--- config.mk ---
export PLATFORM = sky130hd
export DESIGN_NAME = ccc_conv_ctrl
export DESIGN_NICKNAME = d
export VERILOG_FILES = /design/src/shared/ccc_pkg.sv /design/src/hw/ccc_reset_filter.sv /design/src/hw/ccc_integrator.sv /design/src/hw/ccc_conv_ctrl.sv
export VERILOG_INCLUDE_DIRS = /design/src /design/src/shared
export SDC_FILE = /design/constraint.sdc
export NUM_CORES = 1
export LEC_CHECK = 0
export ABC_AREA = 1
export CAP_MARGIN = 30
export CORE_MARGIN = 3
export CORE_UTILIZATION = 59
export DETAILED_ROUTE_END_ITERATION = 8
export DONT_BUFFER_PORTS = 1
export PLACE_DENSITY = 0.79
export SETUP_SLACK_MARGIN = 0.15
export SLEW_MARGIN = 20
export SYNTH_ARGS = -nofsm -noshare
export SYNTH_HDL_FRONTEND = slang
export SYNTH_SLANG_ARGS = --single-unit
--- constraint.sdc ---
create_clock -name ref_clk -period 3.2 [get_ports ref_clk]
set_input_delay 0.64 -clock ref_clk [delete_from_list [all_inputs] [get_ports ref_clk]]
set_output_delay 0.64 -clock ref_clk [all_outputs]
set_load 0.02 [all_outputs]
--- src/shared/ccc_defs.svh ---
// offsets, field positions, reset values and timing counts of the conversion controller
`ifndef CCC_DEFS_SVH
`define CCC_DEFS_SVH
`define CCC_CLK_PERIOD_NS 100
`define CCC_IT_MIN_NS 2800000
`define CCC_IT_MIN_CYC ((`CCC_IT_MIN_NS + `CCC_CLK_PERIOD_NS - 1) / `CCC_CLK_PERIOD_NS)
`define CCC_RST_HOLD_NS 100000000
`define CCC_RST_HOLD_CYC ((`CCC_RST_HOLD_NS + `CCC_CLK_PERIOD_NS - 1) / `CCC_CLK_PERIOD_NS)
`define CCC_ADDR_W 8
`define CCC_IT_W 24
`define CCC_RES_W 16
`define CCC_INC_W 8
`define CCC_OFS_CTRL 8'h00
`define CCC_OFS_ITIME 8'h04
`define CCC_OFS_RES_X 8'h08
`define CCC_OFS_RES_Y 8'h0C
`define CCC_OFS_RES_Z 8'h10
`define CCC_OFS_RES_NIR 8'h14
`define CCC_OFS_RES_DARK 8'h18
`define CCC_OFS_RES_CLEAR 8'h1C
`define CCC_OFS_CAL_X 8'h20
`define CCC_OFS_CAL_Y 8'h24
`define CCC_OFS_CAL_Z 8'h28
`define CCC_OFS_TEMP 8'h2C
`define CCC_OFS_STATUS 8'h30
`define CCC_CTRL_BANK_LSB 0
`define CCC_CTRL_INT_EN_BIT 2
`define CCC_CTRL_DRDY_BIT 3
`define CCC_BANK_RST 2'h2
`define CCC_BANK_ONESHOT 2'h3
`define CCC_BANK_B2ONLY 2'h1
`define CCC_RESP_OKAY 2'h0
`define CCC_RESP_SLVERR 2'h2
`endif

--- src/shared/ccc_pkg.sv ---
// types shared by the conversion controller modules
package ccc_pkg;
  typedef enum logic [1:0] {CCC_IDLE, CCC_INTEG} ccc_state_t;
  typedef struct packed {
    logic [15:0] x;
    logic [15:0] y;
    logic [15:0] z;
    logic [15:0] near_infrared_channel;
    logic [15:0] dark;
    logic [15:0] clear;
  } ccc_result_t;
endpackage : ccc_pkg

--- src/hw/ccc_reset_filter.sv ---
// filters the reset-low pin so only a hold longer than the limit resets the device
`timescale 1ns/1ps
`include "ccc_defs.svh"
module ccc_reset_filter #(
  parameter int HOLD_CYC = `CCC_RST_HOLD_CYC
) (
  input wire logic ref_clk, // clock
  input wire logic rst_n, // power-on reset
  input wire logic reset_low_pin, // external reset request, low active
  output logic dev_rst // device reset, high while the hold is exceeded
);
  logic [31:0] low_cnt;

  always_ff @(posedge ref_clk or negedge rst_n) begin
    if (!rst_n) begin
      low_cnt <= 32'h0000_0000;
    end else if (reset_low_pin) begin
      low_cnt <= 32'h0000_0000;
    end else if (low_cnt != 32'(HOLD_CYC)) begin
      low_cnt <= low_cnt + 32'h0000_0001;
    end
  end

  // short glitches never reach the sequencer
  always_ff @(posedge ref_clk or negedge rst_n) begin
    if (!rst_n) begin
      dev_rst <= 1'b0;
    end else begin
      dev_rst <= !reset_low_pin && (low_cnt == 32'(HOLD_CYC));
    end
  end
endmodule : ccc_reset_filter

--- src/hw/ccc_integrator.sv ---
// one channel converter: integrates photodiode current into a saturating count
`timescale 1ns/1ps
`include "ccc_defs.svh"
module ccc_integrator #(
  parameter int RES_W = `CCC_RES_W,
  parameter int INC_W = `CCC_INC_W
) (
  input wire logic ref_clk, // clock
  input wire logic rst_n, // asynchronous reset
  input wire logic clr, // restart integration
  input wire logic en, // integrating
  input wire logic [INC_W-1:0] inc, // photodiode current sample
  output logic [RES_W-1:0] acc // integrated count
);
  logic [RES_W:0] sum;

  assign sum = {1'b0, acc} + {{(RES_W + 1 - INC_W){1'b0}}, inc};

  // saturate instead of wrapping so a bright scene never reads dark
  always_ff @(posedge ref_clk or negedge rst_n) begin
    if (!rst_n) begin
      acc <= '0;
    end else if (clr) begin
      acc <= '0;
    end else if (en) begin
      acc <= sum[RES_W] ? {RES_W{1'b1}} : sum[RES_W-1:0];
    end
  end
endmodule : ccc_integrator

--- src/hw/ccc_conv_ctrl.sv ---
// conversion sequencer, result registers and AXI4-Lite slave of the colour sensor
//
// The register offsets and the AXI4-Lite interface to the registers were left to the implementer.
`timescale 1ns/1ps
`include "ccc_defs.svh"
module ccc_conv_ctrl #(
  parameter int RST_HOLD_CYC = `CCC_RST_HOLD_CYC
) (
  input wire logic ref_clk, // master clock, 10 MHz
  input wire logic rst_n, // asynchronous power-on reset
  input wire logic reset_low_pin, // external reset, must be held low
  input wire logic [5:0][`CCC_INC_W-1:0] pd_current, // per channel: x y z nir dark clear
  input wire logic [15:0] temp_sample, // temperature sensor word
  input wire logic temp_valid, // temperature word is new
  output logic int_n, // interrupt line, low active
  input wire logic [`CCC_ADDR_W-1:0] awaddr, // write address
  input wire logic awvalid, // write address valid
  output logic awready, // write address ready
  input wire logic [31:0] wdata, // write data
  input wire logic [3:0] wstrb, // write byte strobes
  input wire logic wvalid, // write data valid
  output logic wready, // write data ready
  output logic [1:0] bresp, // write response
  output logic bvalid, // write response valid
  input wire logic bready, // write response ready
  input wire logic [`CCC_ADDR_W-1:0] araddr, // read address
  input wire logic arvalid, // read address valid
  output logic arready, // read address ready
  output logic [31:0] rdata, // read data
  output logic [1:0] rresp, // read response
  output logic rvalid, // read data valid
  input wire logic rready // read data ready
);
  ccc_pkg::ccc_state_t state;
  ccc_pkg::ccc_result_t res;
  logic [5:0][`CCC_RES_W-1:0] acc;
  logic [5:0][`CCC_RES_W-1:0] fin;
  logic dev_rst;
  logic [1:0] bank_set;
  logic int_en;
  logic data_ready;
  logic oneshot_pend;
  logic [`CCC_IT_W-1:0] itime;
  logic [`CCC_IT_W-1:0] it_cur;
  logic [`CCC_IT_W-1:0] cnt;
  logic [1:0] mode_cur;
  logic phase;
  logic [15:0] temp;
  logic wr_go;
  logic rd_go;
  logic period_end;
  logic second;
  logic launch;
  logic start_ok;
  logic ready_ev;
  logic ctrl_rd;
  logic res_rd;
  logic [31:0] next_rdata;
  logic [1:0] next_rresp;
  logic [31:0] itime_wr;

  // sequencing and reset filtering share ref_clk; the 10 MHz oscillator is modelled by it
  ccc_reset_filter #(.HOLD_CYC(RST_HOLD_CYC)) u_rst (
    .ref_clk(ref_clk),
    .rst_n(rst_n),
    .reset_low_pin(reset_low_pin),
    .dev_rst(dev_rst)
  );

  // ---------------- sequencer ----------------
  assign period_end = (state == ccc_pkg::CCC_INTEG) && ({1'b0, cnt} + 25'h000_0001 >= {1'b0, it_cur});
  // dual-bank settings need a second period on bank two
  assign second = period_end && mode_cur[1] && !phase;
  // one-shot waits for a fresh write of 3; other settings start at once
  assign start_ok = (bank_set != `CCC_BANK_ONESHOT) || oneshot_pend;
  assign launch = start_ok && ((state == ccc_pkg::CCC_IDLE) || (period_end && !second));
  // single-bank settings are ready every period, dual after bank two
  assign ready_ev = period_end && (!mode_cur[1] || phase);

  always_ff @(posedge ref_clk or negedge rst_n) begin
    if (!rst_n) begin
      state <= ccc_pkg::CCC_IDLE;
    end else if (dev_rst) begin
      state <= ccc_pkg::CCC_IDLE;
    end else if (launch || second) begin
      state <= ccc_pkg::CCC_INTEG;
    end else if (period_end) begin
      state <= ccc_pkg::CCC_IDLE;
    end
  end

  // the setting is sampled only at launch, the start of a run's first period, never at the switch to bank two
  always_ff @(posedge ref_clk or negedge rst_n) begin
    if (!rst_n) begin
      mode_cur <= 2'h0;
      phase <= 1'b0;
      it_cur <= `CCC_IT_W'(`CCC_IT_MIN_CYC);
    end else if (dev_rst) begin
      mode_cur <= 2'h0;
      phase <= 1'b0;
      it_cur <= `CCC_IT_W'(`CCC_IT_MIN_CYC);
    end else if (launch) begin
      mode_cur <= bank_set;
      phase <= (bank_set == `CCC_BANK_B2ONLY);
      it_cur <= itime;
    end else if (second) begin
      phase <= 1'b1;
    end
  end

  always_ff @(posedge ref_clk or negedge rst_n) begin
    if (!rst_n) begin
      cnt <= '0;
    end else if (dev_rst || launch || second) begin
      cnt <= '0;
    end else if (state == ccc_pkg::CCC_INTEG) begin
      cnt <= cnt + `CCC_IT_W'(1);
    end
  end

  // channel converters; all integrate, the bank decides which are copied out
  for (genvar ch = 0; ch < 6; ch++) begin : g_ch
    logic [`CCC_RES_W:0] fin_sum;
    ccc_integrator u_int (
      .ref_clk(ref_clk),
      .rst_n(rst_n),
      .clr(launch || second || dev_rst),
      .en(state == ccc_pkg::CCC_INTEG),
      .inc(pd_current[ch]),
      .acc(acc[ch])
    );
    // the copy edge still carries a sample, which the restart would otherwise lose
    assign fin_sum = {1'b0, acc[ch]} + {{(`CCC_RES_W + 1 - `CCC_INC_W){1'b0}}, pd_current[ch]};
    assign fin[ch] = fin_sum[`CCC_RES_W] ? {`CCC_RES_W{1'b1}} : fin_sum[`CCC_RES_W-1:0];
  end

  // result registers are a second copy of the counts, so reads never see a count in progress
  always_ff @(posedge ref_clk or negedge rst_n) begin
    if (!rst_n) begin
      res <= '0;
    end else if (dev_rst) begin
      res <= '0;
    end else if (period_end) begin
      res.x <= fin[0];
      res.y <= fin[1];
      if (!phase) begin
        res.z <= fin[2];
        res.near_infrared_channel <= fin[3];
      end else begin
        res.dark <= fin[4];
        res.clear <= fin[5];
      end
    end
  end

  always_ff @(posedge ref_clk or negedge rst_n) begin
    if (!rst_n) begin
      temp <= 16'h0000;
    end else if (temp_valid) begin
      temp <= temp_sample;
    end
  end

  // ---------------- flags and interrupt ----------------
  always_ff @(posedge ref_clk or negedge rst_n) begin
    if (!rst_n) begin
      data_ready <= 1'b0;
    end else if (dev_rst) begin
      data_ready <= 1'b0;
    end else if (ready_ev) begin
      data_ready <= 1'b1;
    end else if (res_rd) begin
      data_ready <= 1'b0;
    end
  end

  // an unserviced interrupt simply stays low while newer data overwrites the results
  always_ff @(posedge ref_clk or negedge rst_n) begin
    if (!rst_n) begin
      int_n <= 1'b1;
    end else if (dev_rst) begin
      int_n <= 1'b1;
    end else if (ready_ev && int_en) begin
      int_n <= 1'b0;
    end else if (ctrl_rd) begin
      int_n <= 1'b1;
    end
  end

  always_ff @(posedge ref_clk or negedge rst_n) begin
    if (!rst_n) begin
      oneshot_pend <= 1'b0;
    end else if (dev_rst) begin
      oneshot_pend <= 1'b0;
    end else if (wr_go && awaddr == `CCC_OFS_CTRL && wstrb[0]
                 && wdata[`CCC_CTRL_BANK_LSB +: 2] == `CCC_BANK_ONESHOT) begin
      oneshot_pend <= 1'b1;
    end else if (launch) begin
      oneshot_pend <= 1'b0;
    end
  end

  // ---------------- AXI4-Lite slave ----------------
  // address and data are taken together, so the response is one cycle after both are offered
  assign wr_go = awvalid && wvalid && !bvalid;
  assign awready = wr_go;
  assign wready = wr_go;
  assign arready = !rvalid;
  assign rd_go = arvalid && arready;
  assign ctrl_rd = rd_go && araddr == `CCC_OFS_CTRL;
  assign res_rd = rd_go && araddr >= `CCC_OFS_RES_X && araddr <= `CCC_OFS_RES_CLEAR;

  always_comb begin
    itime_wr = {8'h00, itime};
    for (int b = 0; b < 4; b++) begin
      if (wstrb[b]) begin
        itime_wr[8*b +: 8] = wdata[8*b +: 8];
      end
    end
  end

  always_ff @(posedge ref_clk or negedge rst_n) begin
    if (!rst_n) begin
      bank_set <= `CCC_BANK_RST;
      int_en <= 1'b0;
      itime <= `CCC_IT_W'(`CCC_IT_MIN_CYC);
    end else if (dev_rst) begin
      bank_set <= `CCC_BANK_RST;
      int_en <= 1'b0;
      itime <= `CCC_IT_W'(`CCC_IT_MIN_CYC);
    end else if (wr_go && awaddr == `CCC_OFS_CTRL && wstrb[0]) begin
      bank_set <= wdata[`CCC_CTRL_BANK_LSB +: 2];
      int_en <= wdata[`CCC_CTRL_INT_EN_BIT];
    end else if (wr_go && awaddr == `CCC_OFS_ITIME) begin
      // a zero period would end after one cycle anyway; it is stored as one cycle
      itime <= (itime_wr[`CCC_IT_W-1:0] == '0) ? `CCC_IT_W'(1) : itime_wr[`CCC_IT_W-1:0];
    end
  end

  always_ff @(posedge ref_clk or negedge rst_n) begin
    if (!rst_n) begin
      bvalid <= 1'b0;
      bresp <= `CCC_RESP_OKAY;
    end else if (wr_go) begin
      bvalid <= 1'b1;
      bresp <= (awaddr == `CCC_OFS_CTRL || awaddr == `CCC_OFS_ITIME) ? `CCC_RESP_OKAY : `CCC_RESP_SLVERR;
    end else if (bready) begin
      bvalid <= 1'b0;
    end
  end

  // calibrated words are dark-corrected and only exist in the dual-bank settings
  function automatic logic [31:0] cal(input logic [15:0] v, input logic [15:0] d, input logic on);
    cal = (on && v > d) ? {16'h0000, v - d} : 32'h0000_0000;
  endfunction : cal

  always_comb begin
    next_rresp = `CCC_RESP_OKAY;
    case (araddr)
      `CCC_OFS_CTRL: next_rdata = {28'h000_0000, data_ready, int_en, bank_set};
      `CCC_OFS_ITIME: next_rdata = {8'h00, itime};
      `CCC_OFS_RES_X: next_rdata = {16'h0000, res.x};
      `CCC_OFS_RES_Y: next_rdata = {16'h0000, res.y};
      `CCC_OFS_RES_Z: next_rdata = {16'h0000, res.z};
      `CCC_OFS_RES_NIR: next_rdata = {16'h0000, res.near_infrared_channel};
      `CCC_OFS_RES_DARK: next_rdata = {16'h0000, res.dark};
      `CCC_OFS_RES_CLEAR: next_rdata = {16'h0000, res.clear};
      `CCC_OFS_CAL_X: next_rdata = cal(res.x, res.dark, bank_set[1]);
      `CCC_OFS_CAL_Y: next_rdata = cal(res.y, res.dark, bank_set[1]);
      `CCC_OFS_CAL_Z: next_rdata = cal(res.z, res.dark, bank_set[1]);
      `CCC_OFS_TEMP: next_rdata = {16'h0000, temp};
      `CCC_OFS_STATUS: next_rdata = {28'h000_0000, oneshot_pend, phase, mode_cur == 2'h3,
                                     state == ccc_pkg::CCC_INTEG};
      default: begin
        next_rdata = 32'h0000_0000;
        next_rresp = `CCC_RESP_SLVERR;
      end
    endcase
  end

  always_ff @(posedge ref_clk or negedge rst_n) begin
    if (!rst_n) begin
      rvalid <= 1'b0;
      rdata <= 32'h0000_0000;
      rresp <= `CCC_RESP_OKAY;
    end else if (rd_go) begin
      rvalid <= 1'b1;
      rdata <= next_rdata;
      rresp <= next_rresp;
    end else if (rready) begin
      rvalid <= 1'b0;
    end
  end
endmodule : ccc_conv_ctrl

==> results of run 1 <==
==> placed cells by master, fill, tap and decap left out, types with 23 or more instances in the layout <==
cell type  synthesis  layout
nand4_1           86      86
o21ai_0          236     203
dfrtp_1          335     333
a21oi_2           19      37
xor2_1            48      46
a21oi_1          185     166
clkbuf_16          0      52
xnor2_1           31      29
ha_1             123     119
buf_4             13     129
nand2_1          828     817
nor3_1            75      65
o22ai_1           71      66
nor4_1            26      23
inv_1            447     441
o21ai_1            0      28
or2_2             25      25
nor2_1           281     262
nand3_1          179     172
==> registers in the layout, indices dropped and copies added, names as in the netlist <==
| register | flops |
|---|---|
| rvalid | 1 |
| state | 1 |
| phase | 1 |
| cnt | 24 |
| rdata | 24 |
| it_cur | 24 |
| data_ready | 1 |
| oneshot_pend | 1 |
| bank_set | 2 |
| mode_cur | 2 |
| g_ch.u_int.acc | 96 |
| int_n | 1 |
| bvalid | 1 |
| rresp | 1 |
| temp | 16 |
| u_rst.low_cnt | 32 |
| int_en | 1 |
| u_rst.dev_rst | 1 |
| itime | 24 |
| res | 96 |
| bresp | 1 |
==> final cells by class <==
cell class              instances  area, µm²
clock inverters                21        320
inverters                     450       1710
fillers                      3091      11400
repair inverters                3       33.8
multi-input cells            2356      12900
flip-flops and latches        351       8810
diodes                          3       7.51
repair buffers                178       1930
well taps                     518        648
clock buffers                  53       1130
==> cell families after synthesis <==
family          Yosys count  synth area share, %
compound gates          597                 14.4
xor+xnor                 79                 2.96
fa+ha+maj               132                 7.35
buf+inv                 565                 9.49
flops                   351                 37.6
mux                       4                0.193
other cells               1               0.0160
simple gates           1534                 28.0
==> synth_stat cells (all sizes together), types with 25 or more instances <==
library cell	count
nand2	830
inv	448
dfrtp	335
nor2	286
o21ai	236
a21oi	204
nand3	180
ha	123
nand4	86
nor3	76
clkbuf	72
o22ai	71
xor2	48
buf	43
xnor2	31
nor4	27
or2	25
==> final timing paths <==
| check | start | to | slack (ns) | cells after the start |
|---|---|---|---|---|
| worst min-delay path | rst_n | rdata[7]$_DFFE_PN0P_ | -0.23 | 0 |
| worst max register to register | cnt[0]$_DFFE_PN0P_ | g_ch[2].u_int.acc[8]$_DFFE_PN0P_ | -0.50 | 25 |
| min in group ref_clk | reset_low_pin | u_rst.dev_rst$_DFF_PN0_ | 0.14 | 1 |
| worst min register to register | mode_cur[0]$_DFFE_PN0P_ | mode_cur[0]$_DFFE_PN0P_ | 0.48 | 2 |
| worst max-delay path | cnt[0]$_DFFE_PN0P_ | g_ch[2].u_int.acc[8]$_DFFE_PN0P_ | -0.50 | 25 |
| max in group asynchronous | rst_n | g_ch[3].u_int.acc[0]$_DFFE_PN0P_ | 2.38 | 0 |
==> power groups by stage <==
| stage | logic (µW) | registers, µW | clock network (µW) |
|---|---|---|---|
| after global placement | 11500 | 6980 | 0 |
| after detailed placement | 11800 | 7040 | 0 |
| after floorplan | 8640 | 6470 | 0 |
| after CTS | 12200 | 6980 | 5140 |
| after global routing | 14500 | 7170 | 5320 |
| final | 13200 | 7080 | 5100 |
==> worst max-delay path, stage by stage (launching register included) <==
cell and delay, ns:
dfrtp_1 0.41, buf_4 0.14, buf_4 0.15, nand3_4 0.10, inv_4 0.04, nand2_2 0.08, nor3_2 0.04, buf_4 0.15
buf_4 0.13, o22ai_1 0.12, inv_1 0.09, ha_1 0.29, nand2_2 0.06, nor2_2 0.12, nand2_1 0.10, nor3_1 0.17
nand3_1 0.15, nand3_4 0.16, nand3_2 0.11, nor2_2 0.22, nor2_4 0.05, buf_12 0.15, clkbuf_16 0.18, clkbuf_16 0.16
nand3_1 0.08, nand2_1 0.09
==> metal layers <==
| metal | vias to the layer above | global-route usage (%) | routed length, µm |
|---|---|---|---|
| met5 | - | 0 | 42 |
| met4 | 6 | 13.8 | 3560 |
| met3 | 234 | 8.44 | 8810 |
| met2 | 1327 | 56.7 | 35900 |
| met1 | 11200 | 51.1 | 33300 |
| li1 | 11000 | - | - |
==> repair_timing <==
| item | in CTS | in global routing |
|---|---|---|
| setup buffers | 18 | 10 |
| gates cloned | 7 | 14 |
| setup endpoints to repair | 247 | 254 |
| endpoints found under the hold margin | 335 | 335 |
| pin swaps | 4 | 32 |
| gates resized for setup | 100 | 82 |
==> metrics by stage <==
step	power (µW)	TNS (ns)
after floorplan	15100	0
after global placement	18500	-63.59
after detailed placement	18800	-82.54
after CTS	24300	-47.96
after global routing	27000	-129.77
final	25400	-90.89
==> results.md, run 1 <==
* Internal power at around 14,000 µW
* DR vias/cell at between 6 and 7
* Dpl cells at 3,807
* H-tree depth at 2
* Core Util, Final at a little over two thirds
* Status: finished, violations left
* Die X-Extent at approximately 200 µm
* Violated checks: negative hold slack, negative setup slack
* Dpl cell area at approximately 0.025 mm²
* Setup WS post-layout at -0.503 ns
* Core ar. at a little under 0.04 mm²
* Max Cap Viol at 0
* Clock Latency Late Sink at 0.58 ns
* Die Y-Extent at a little over 200 µm
* Initial antenna violation count at 6
* Net Sw Frac at ~45%
* Die Area at approximately 0.042 mm²
* Clock share of power at 20.1%
* IO buf count at 0
* Synthesized area per cell at approximately 7.2 µm²
* TritonCTS clock tree: built
* Flops & latches, synth at 351
* Yosys warns at 0
* Post-Synthesis Cells at 3,263
* Cell Rows at between 70 and 80
* Fin area at ~0.028 mm²
* P_leak at approximately 0.014 µW
* Logic gate share of total power at 52.0%
* Routed length per instance at slightly above 20 µm
* Part of the power in registers at 27.9%
* CTS root buf: clkbuf_16
* Final hold viol count at roughly 110
* CP Data Arrival Time at about 4.2 ns
* Top_reg_cell synth: dfrtp_1
* FMAX at roughly 0.27 GHz
* Via count at ~24,000
* Critical path startpoint category: flop
* Synthesized area at 0.0234 mm²
* Worst slew margin at around 13%
* Initial DRC Count at 2,499
* Top cells by area, synth: dfrtp_1, nand2_1, inv_1
* Crit. End Element: flop
* Initial Util at about three fifths
* Top cell type's share of synthesized area at between 30% and 40%
* Final min period at 3.70 ns
* Clk buf depth at 3
* RSZ-0062 raised after global routing: true
* Sequential fraction of the synthesis area at a little under two fifths
* DRC errors left at 0
* Post-synthesis async set-or-reset flop share at between 90% and 100%
* Setup WS pre-CTS at -0.427 ns
* Max Transition Viols Final at 0
* P_sw at around 11,000 µW
* Max VDD drop at 0.000963 V
* Largest net degree at the start of global routing at ~350
* Layout cell share with drive strength beyond 1 at 12.3%
* RD Place Congestion at between 1 and 1.5
* Post-DRT Antenna Nets at 0
* Total Wirelength at around 82,000 µm
* # setup viols final at between 200 and 250
* Worst-margin pin slew at roughly 1.3 ns
* Vias in the first global route at roughly 22,000
* Clock sink total at between 300 and 400
* Yosys top cell by area: dfrtp_1
* First-pass DRT Iterations at 8
* Detail Placement HPWL at between 50,000 and 60,000 µm
* Grt ovf at 0
* First-pass GRT wire length at approximately 120,000 µm
* Kind of critical path: reg2reg
* Pwr Density at 922 mW/mm²
* Area growth from synthesis to layout at 17.7%
* Critical Path RT at between 3 and 4 ns
* Critical Path Fanout Max at 6
* GRT Util Overall at between 30% and 40%
* Post-synth cell types at 50
* CTS Buf Count at 40
* Setup Skew at about 0.021 ns
* Class of the worst hold path: in2async
* Post-Layout Cell Count at 3,933
* I/O pin cnt at 167
* Hold WS at -0.229 ns
* Final #Nets at around 3,600
* Fin crit share at 116%
* Clock Pin Slew Worst Setup and Hold Paths at 0.06 ns
* Number of flops mapped to enable cells by yosys at 0
No activity file was read; power rests on OpenSTA's default activity.
==> run 2: changes to the inputs <==
- CORE_ASPECT_RATIO: default -> 1.2
- GPL_TIMING_DRIVEN: default -> 1
==> run 2 against run 1 <==
Compared with the run above: the run still ends with negative hold slack, negative setup slack left; sequential share of layout area increased by 0.79 points; clock power shrank 9.6%; global-route usage shrank 0.42 points; sequential power about the same; cell count shrank 0.38%; wire length decreased by 1.2%; cell area decreased by 2.4%.
==> results.md, run 2 (synthesis results as in run 1) <==
* Clk buf depth at 3 (unchanged)
* Clock Pin Slew Worst Setup and Hold Paths at 0.06 ns (about the same)
* Total power at 24,400 µW (-3.7%)
* Leading registers by flop count: g_ch.u_int.acc: 96 flops, res: 96 flops, u_rst.low_cnt: 32 flops
* GRT Util Overall at 36.5% (-0.42 points)
* Total Wirelength at 80,600 µm (-1.2%)
* Die Area at 0.0421 mm² (about the same)
* FMAX at 0.275 GHz (+1.7%)
* Setup Skew at 0.0215 ns (+0.000435 ns)
* P_leak at 0.0135 µW (-1.7%)
* Pwr Density at 909 mW/mm² (-1.3%)
* Slowest CP cell: dfrtp_1
* Violated checks: negative hold slack, negative setup slack
* Crit. End Element: flop
* Commonest non-fill, non-tap cell in the layout: nand2_1
* Post-DRT Antenna Nets at 0 (unchanged)
* First-pass DRT Iterations at 6 (-2)
* Die X-Extent at 188 µm (-8.5%)
* Detail Placement HPWL at 57,900 µm (-0.20%)
* CTS root buf: clkbuf_16
* Crit-path cells: ha_4 > nand3_4 > nor2_4 > nand4_1 > nor4_2 > xor2_1 > ha_1 > a21o_1 > a21oi_2 > nand2_1 > nor2_1 > nand3_2 > a21oi_2 > nor2_2 > nor2_4 > buf_12 > buf_4 > buf_12 > nand4_1 > nand2_1
* Net Sw Frac at 45.9% (+0.90 points)
* Routed length per instance at 20.6 µm (-0.81%)
* TritonCTS clock tree: built
* Core ar. at 0.0389 mm² (about the same)
* CP peak stage delay at 0.41 ns (about the same)
* RD Place Congestion at 1.07 (+5.6%)
* Die Y-Extent at 224 µm (+9.3%)
* P_sw at 11,200 µW (-1.8%)
* Fin crit share at 114% (-1.9 points)
* CP Data Arrival Time at 4.14 ns (about the same)
* Clock sink total at 351 (unchanged)
* Initial Util at 60.1% (about the same)
* Layout cell share with drive strength beyond 1 at 10.8% (-1.5 points)
* Part of the power in registers at 29.0% (+1.1 points)
* Dpl cell area at 0.0247 mm² (-0.15%)
* DRC errors left at 0 (unchanged)
* Max VDD drop at 0.000753 V (-22%)
* IO buf count at 0 (unchanged)
* Max Cap Viol at 0 (unchanged)
* Largest net degree at the start of global routing at 352 (unchanged)
* RSZ-0062 raised after global routing: true
* Via count at 23,600 (-0.78%)
* Class of the worst hold path: in2async
* Final hold viol count at 335 (+220%)
* Max Transition Viols Final at 0 (unchanged)
* H-tree depth at 2 (unchanged)
* First-pass GRT wire length at 122,000 µm (about the same)
* Fin area at 0.0269 mm² (-2.4%)
* Commonest non-fill, non-tap cells in the layout: nand2_1, inv_1, dfrtp_1
* Clock Latency Late Sink at 0.58 ns (about the same)
* Critical Path RT at 3.70 ns (+0.05 ns)
* DR vias/cell at 6.01 (-0.40%)
* Multi-input gate area at 0.0127 mm² (-1.8%)
* Hold WS at -0.239 ns (-0.0104 ns)
* Clock share of power at 18.9% (-1.2 points)
* Reg area at 0.00881 mm² (about the same)
* Final min period at 3.64 ns (-0.0621 ns)
* Grt ovf at 0 (unchanged)
* # setup viols final at 246 (-0.40%)
* Area growth from synthesis to layout at 14.8%
* Critical Path Fanout Max at 8 (+2)
* Final #Nets at 3,622 (-0.41%)
* Cell Rows at 79 (+9.7%)
* Kind of critical path: reg2reg
* Critical path startpoint category: flop
* Initial DRC Count at 2,283 (-8.6%)
* Status: finished, violations left
* Worst slew margin at 43.2% (+30 points)
* I/O pin cnt at 167 (unchanged)
* Filler cell count in the final layout at 3,214 (+4.0%)
* CTS Buf Count at 39 (-2.5%)
* Setup WS post-layout at -0.440 ns (+0.0621 ns)
* Reg2reg setup slack at -0.44 ns (+0.06 ns)
* Initial antenna violation count at 1 (-5)
* Vias in the first global route at 22,300 (+2.4%)
* Internal power at 13,200 µW (-5.3%)
* Logic gate share of total power at 52.1% (about the same)
* Worst-margin pin slew at 0.840 ns (-0.458 ns)
[run 2: area by class of cell]
cell class	count	area share (%)
Clock inverter	19	0.852
Antenna cell	1	0.00931
Timing Repair Buffer	167	6.43
Tap cell	526	2.45
Clock buffer	48	3.87
Sequential cell	351	32.8
Inverter	450	6.31
Multi-Input combinational cell	2356	47.3
[run 2: critical path: cells and delay by family, from the launching register on]
kind | cells | cell delay, ns
flip-flops | 1 | 0.41
XOR/XNOR | 1 | 0.24
AND/OR/NAND/NOR | 11 | 1.42
AO/OA/AOI/OAI | 3 | 0.58
adder cells (fa/ha/maj) | 2 | 0.46
buffers and inverters | 3 | 0.44
[run 2: metrics by stage]
stage	setup TNS [ns]	hold WS (ns)	util [%]	instances	worst slack (ns)
2_1_floorplan	0	0.344	-	3272	0.0977
3_3_place_gp	-21.82	0.351	63.4	3812	-0.179
3_5_place_dp	-34.54	0.353	63.4	3812	-0.252
4_1_cts	-26.15	-0.259	68.0	3904	-0.195
5_1_grt	-131.95	-0.250	69.0	3917	-0.655
6_report	-81.70	-0.239	69.0	3918	-0.440
[run 2: timing repair]
action | CTS | global route
gates cloned | 9 | 7
gates resized for setup | 53 | 52
pin swaps | 4 | 17
setup buffers | 16 | 6
endpoints found under the hold margin | 341 | 336
setup endpoints to repair | 244 | 262
[run 2: worst paths after layout]
kind	start	to	depth (start not counted)
worst max-delay path	cnt[1]$_DFFE_PN0P_	g_ch[5].u_int.acc[12]$_DFFE_PN0P_	20
worst min-delay path	rst_n	rdata[11]$_DFFE_PN0P_	0
worst max register to register	cnt[1]$_DFFE_PN0P_	g_ch[5].u_int.acc[12]$_DFFE_PN0P_	20
worst min register to register	it_cur[6]$_DFFE_PN1P_	it_cur[6]$_DFFE_PN1P_	2
max in group asynchronous	rst_n	u_rst.dev_rst$_DFF_PN0_	0
min in group ref_clk	reset_low_pin	u_rst.low_cnt[28]$_DFFE_PN0N_	1
[run 2: power by group through the flow]
stage	sequential [µW]	combinational [µW]	clock [µW]
2_1_floorplan	6470	8640	0
3_3_place_gp	7030	11400	0
3_5_place_dp	7070	11700	0
4_1_cts	7020	12100	4650
5_1_grt	7160	14000	4810
6_report	7090	12700	4610
[run 2: routing by layer]
layer | vias to the layer above | global-route usage, % | wire [µm]
met5 | - | 0 | 11
met2 | 1194 | 61.3 | 38200
li1 | 10900 | - | -
met4 | 2 | 19.2 | 5170
met1 | 11200 | 45.5 | 30700
met3 | 280 | 5.81 | 6500
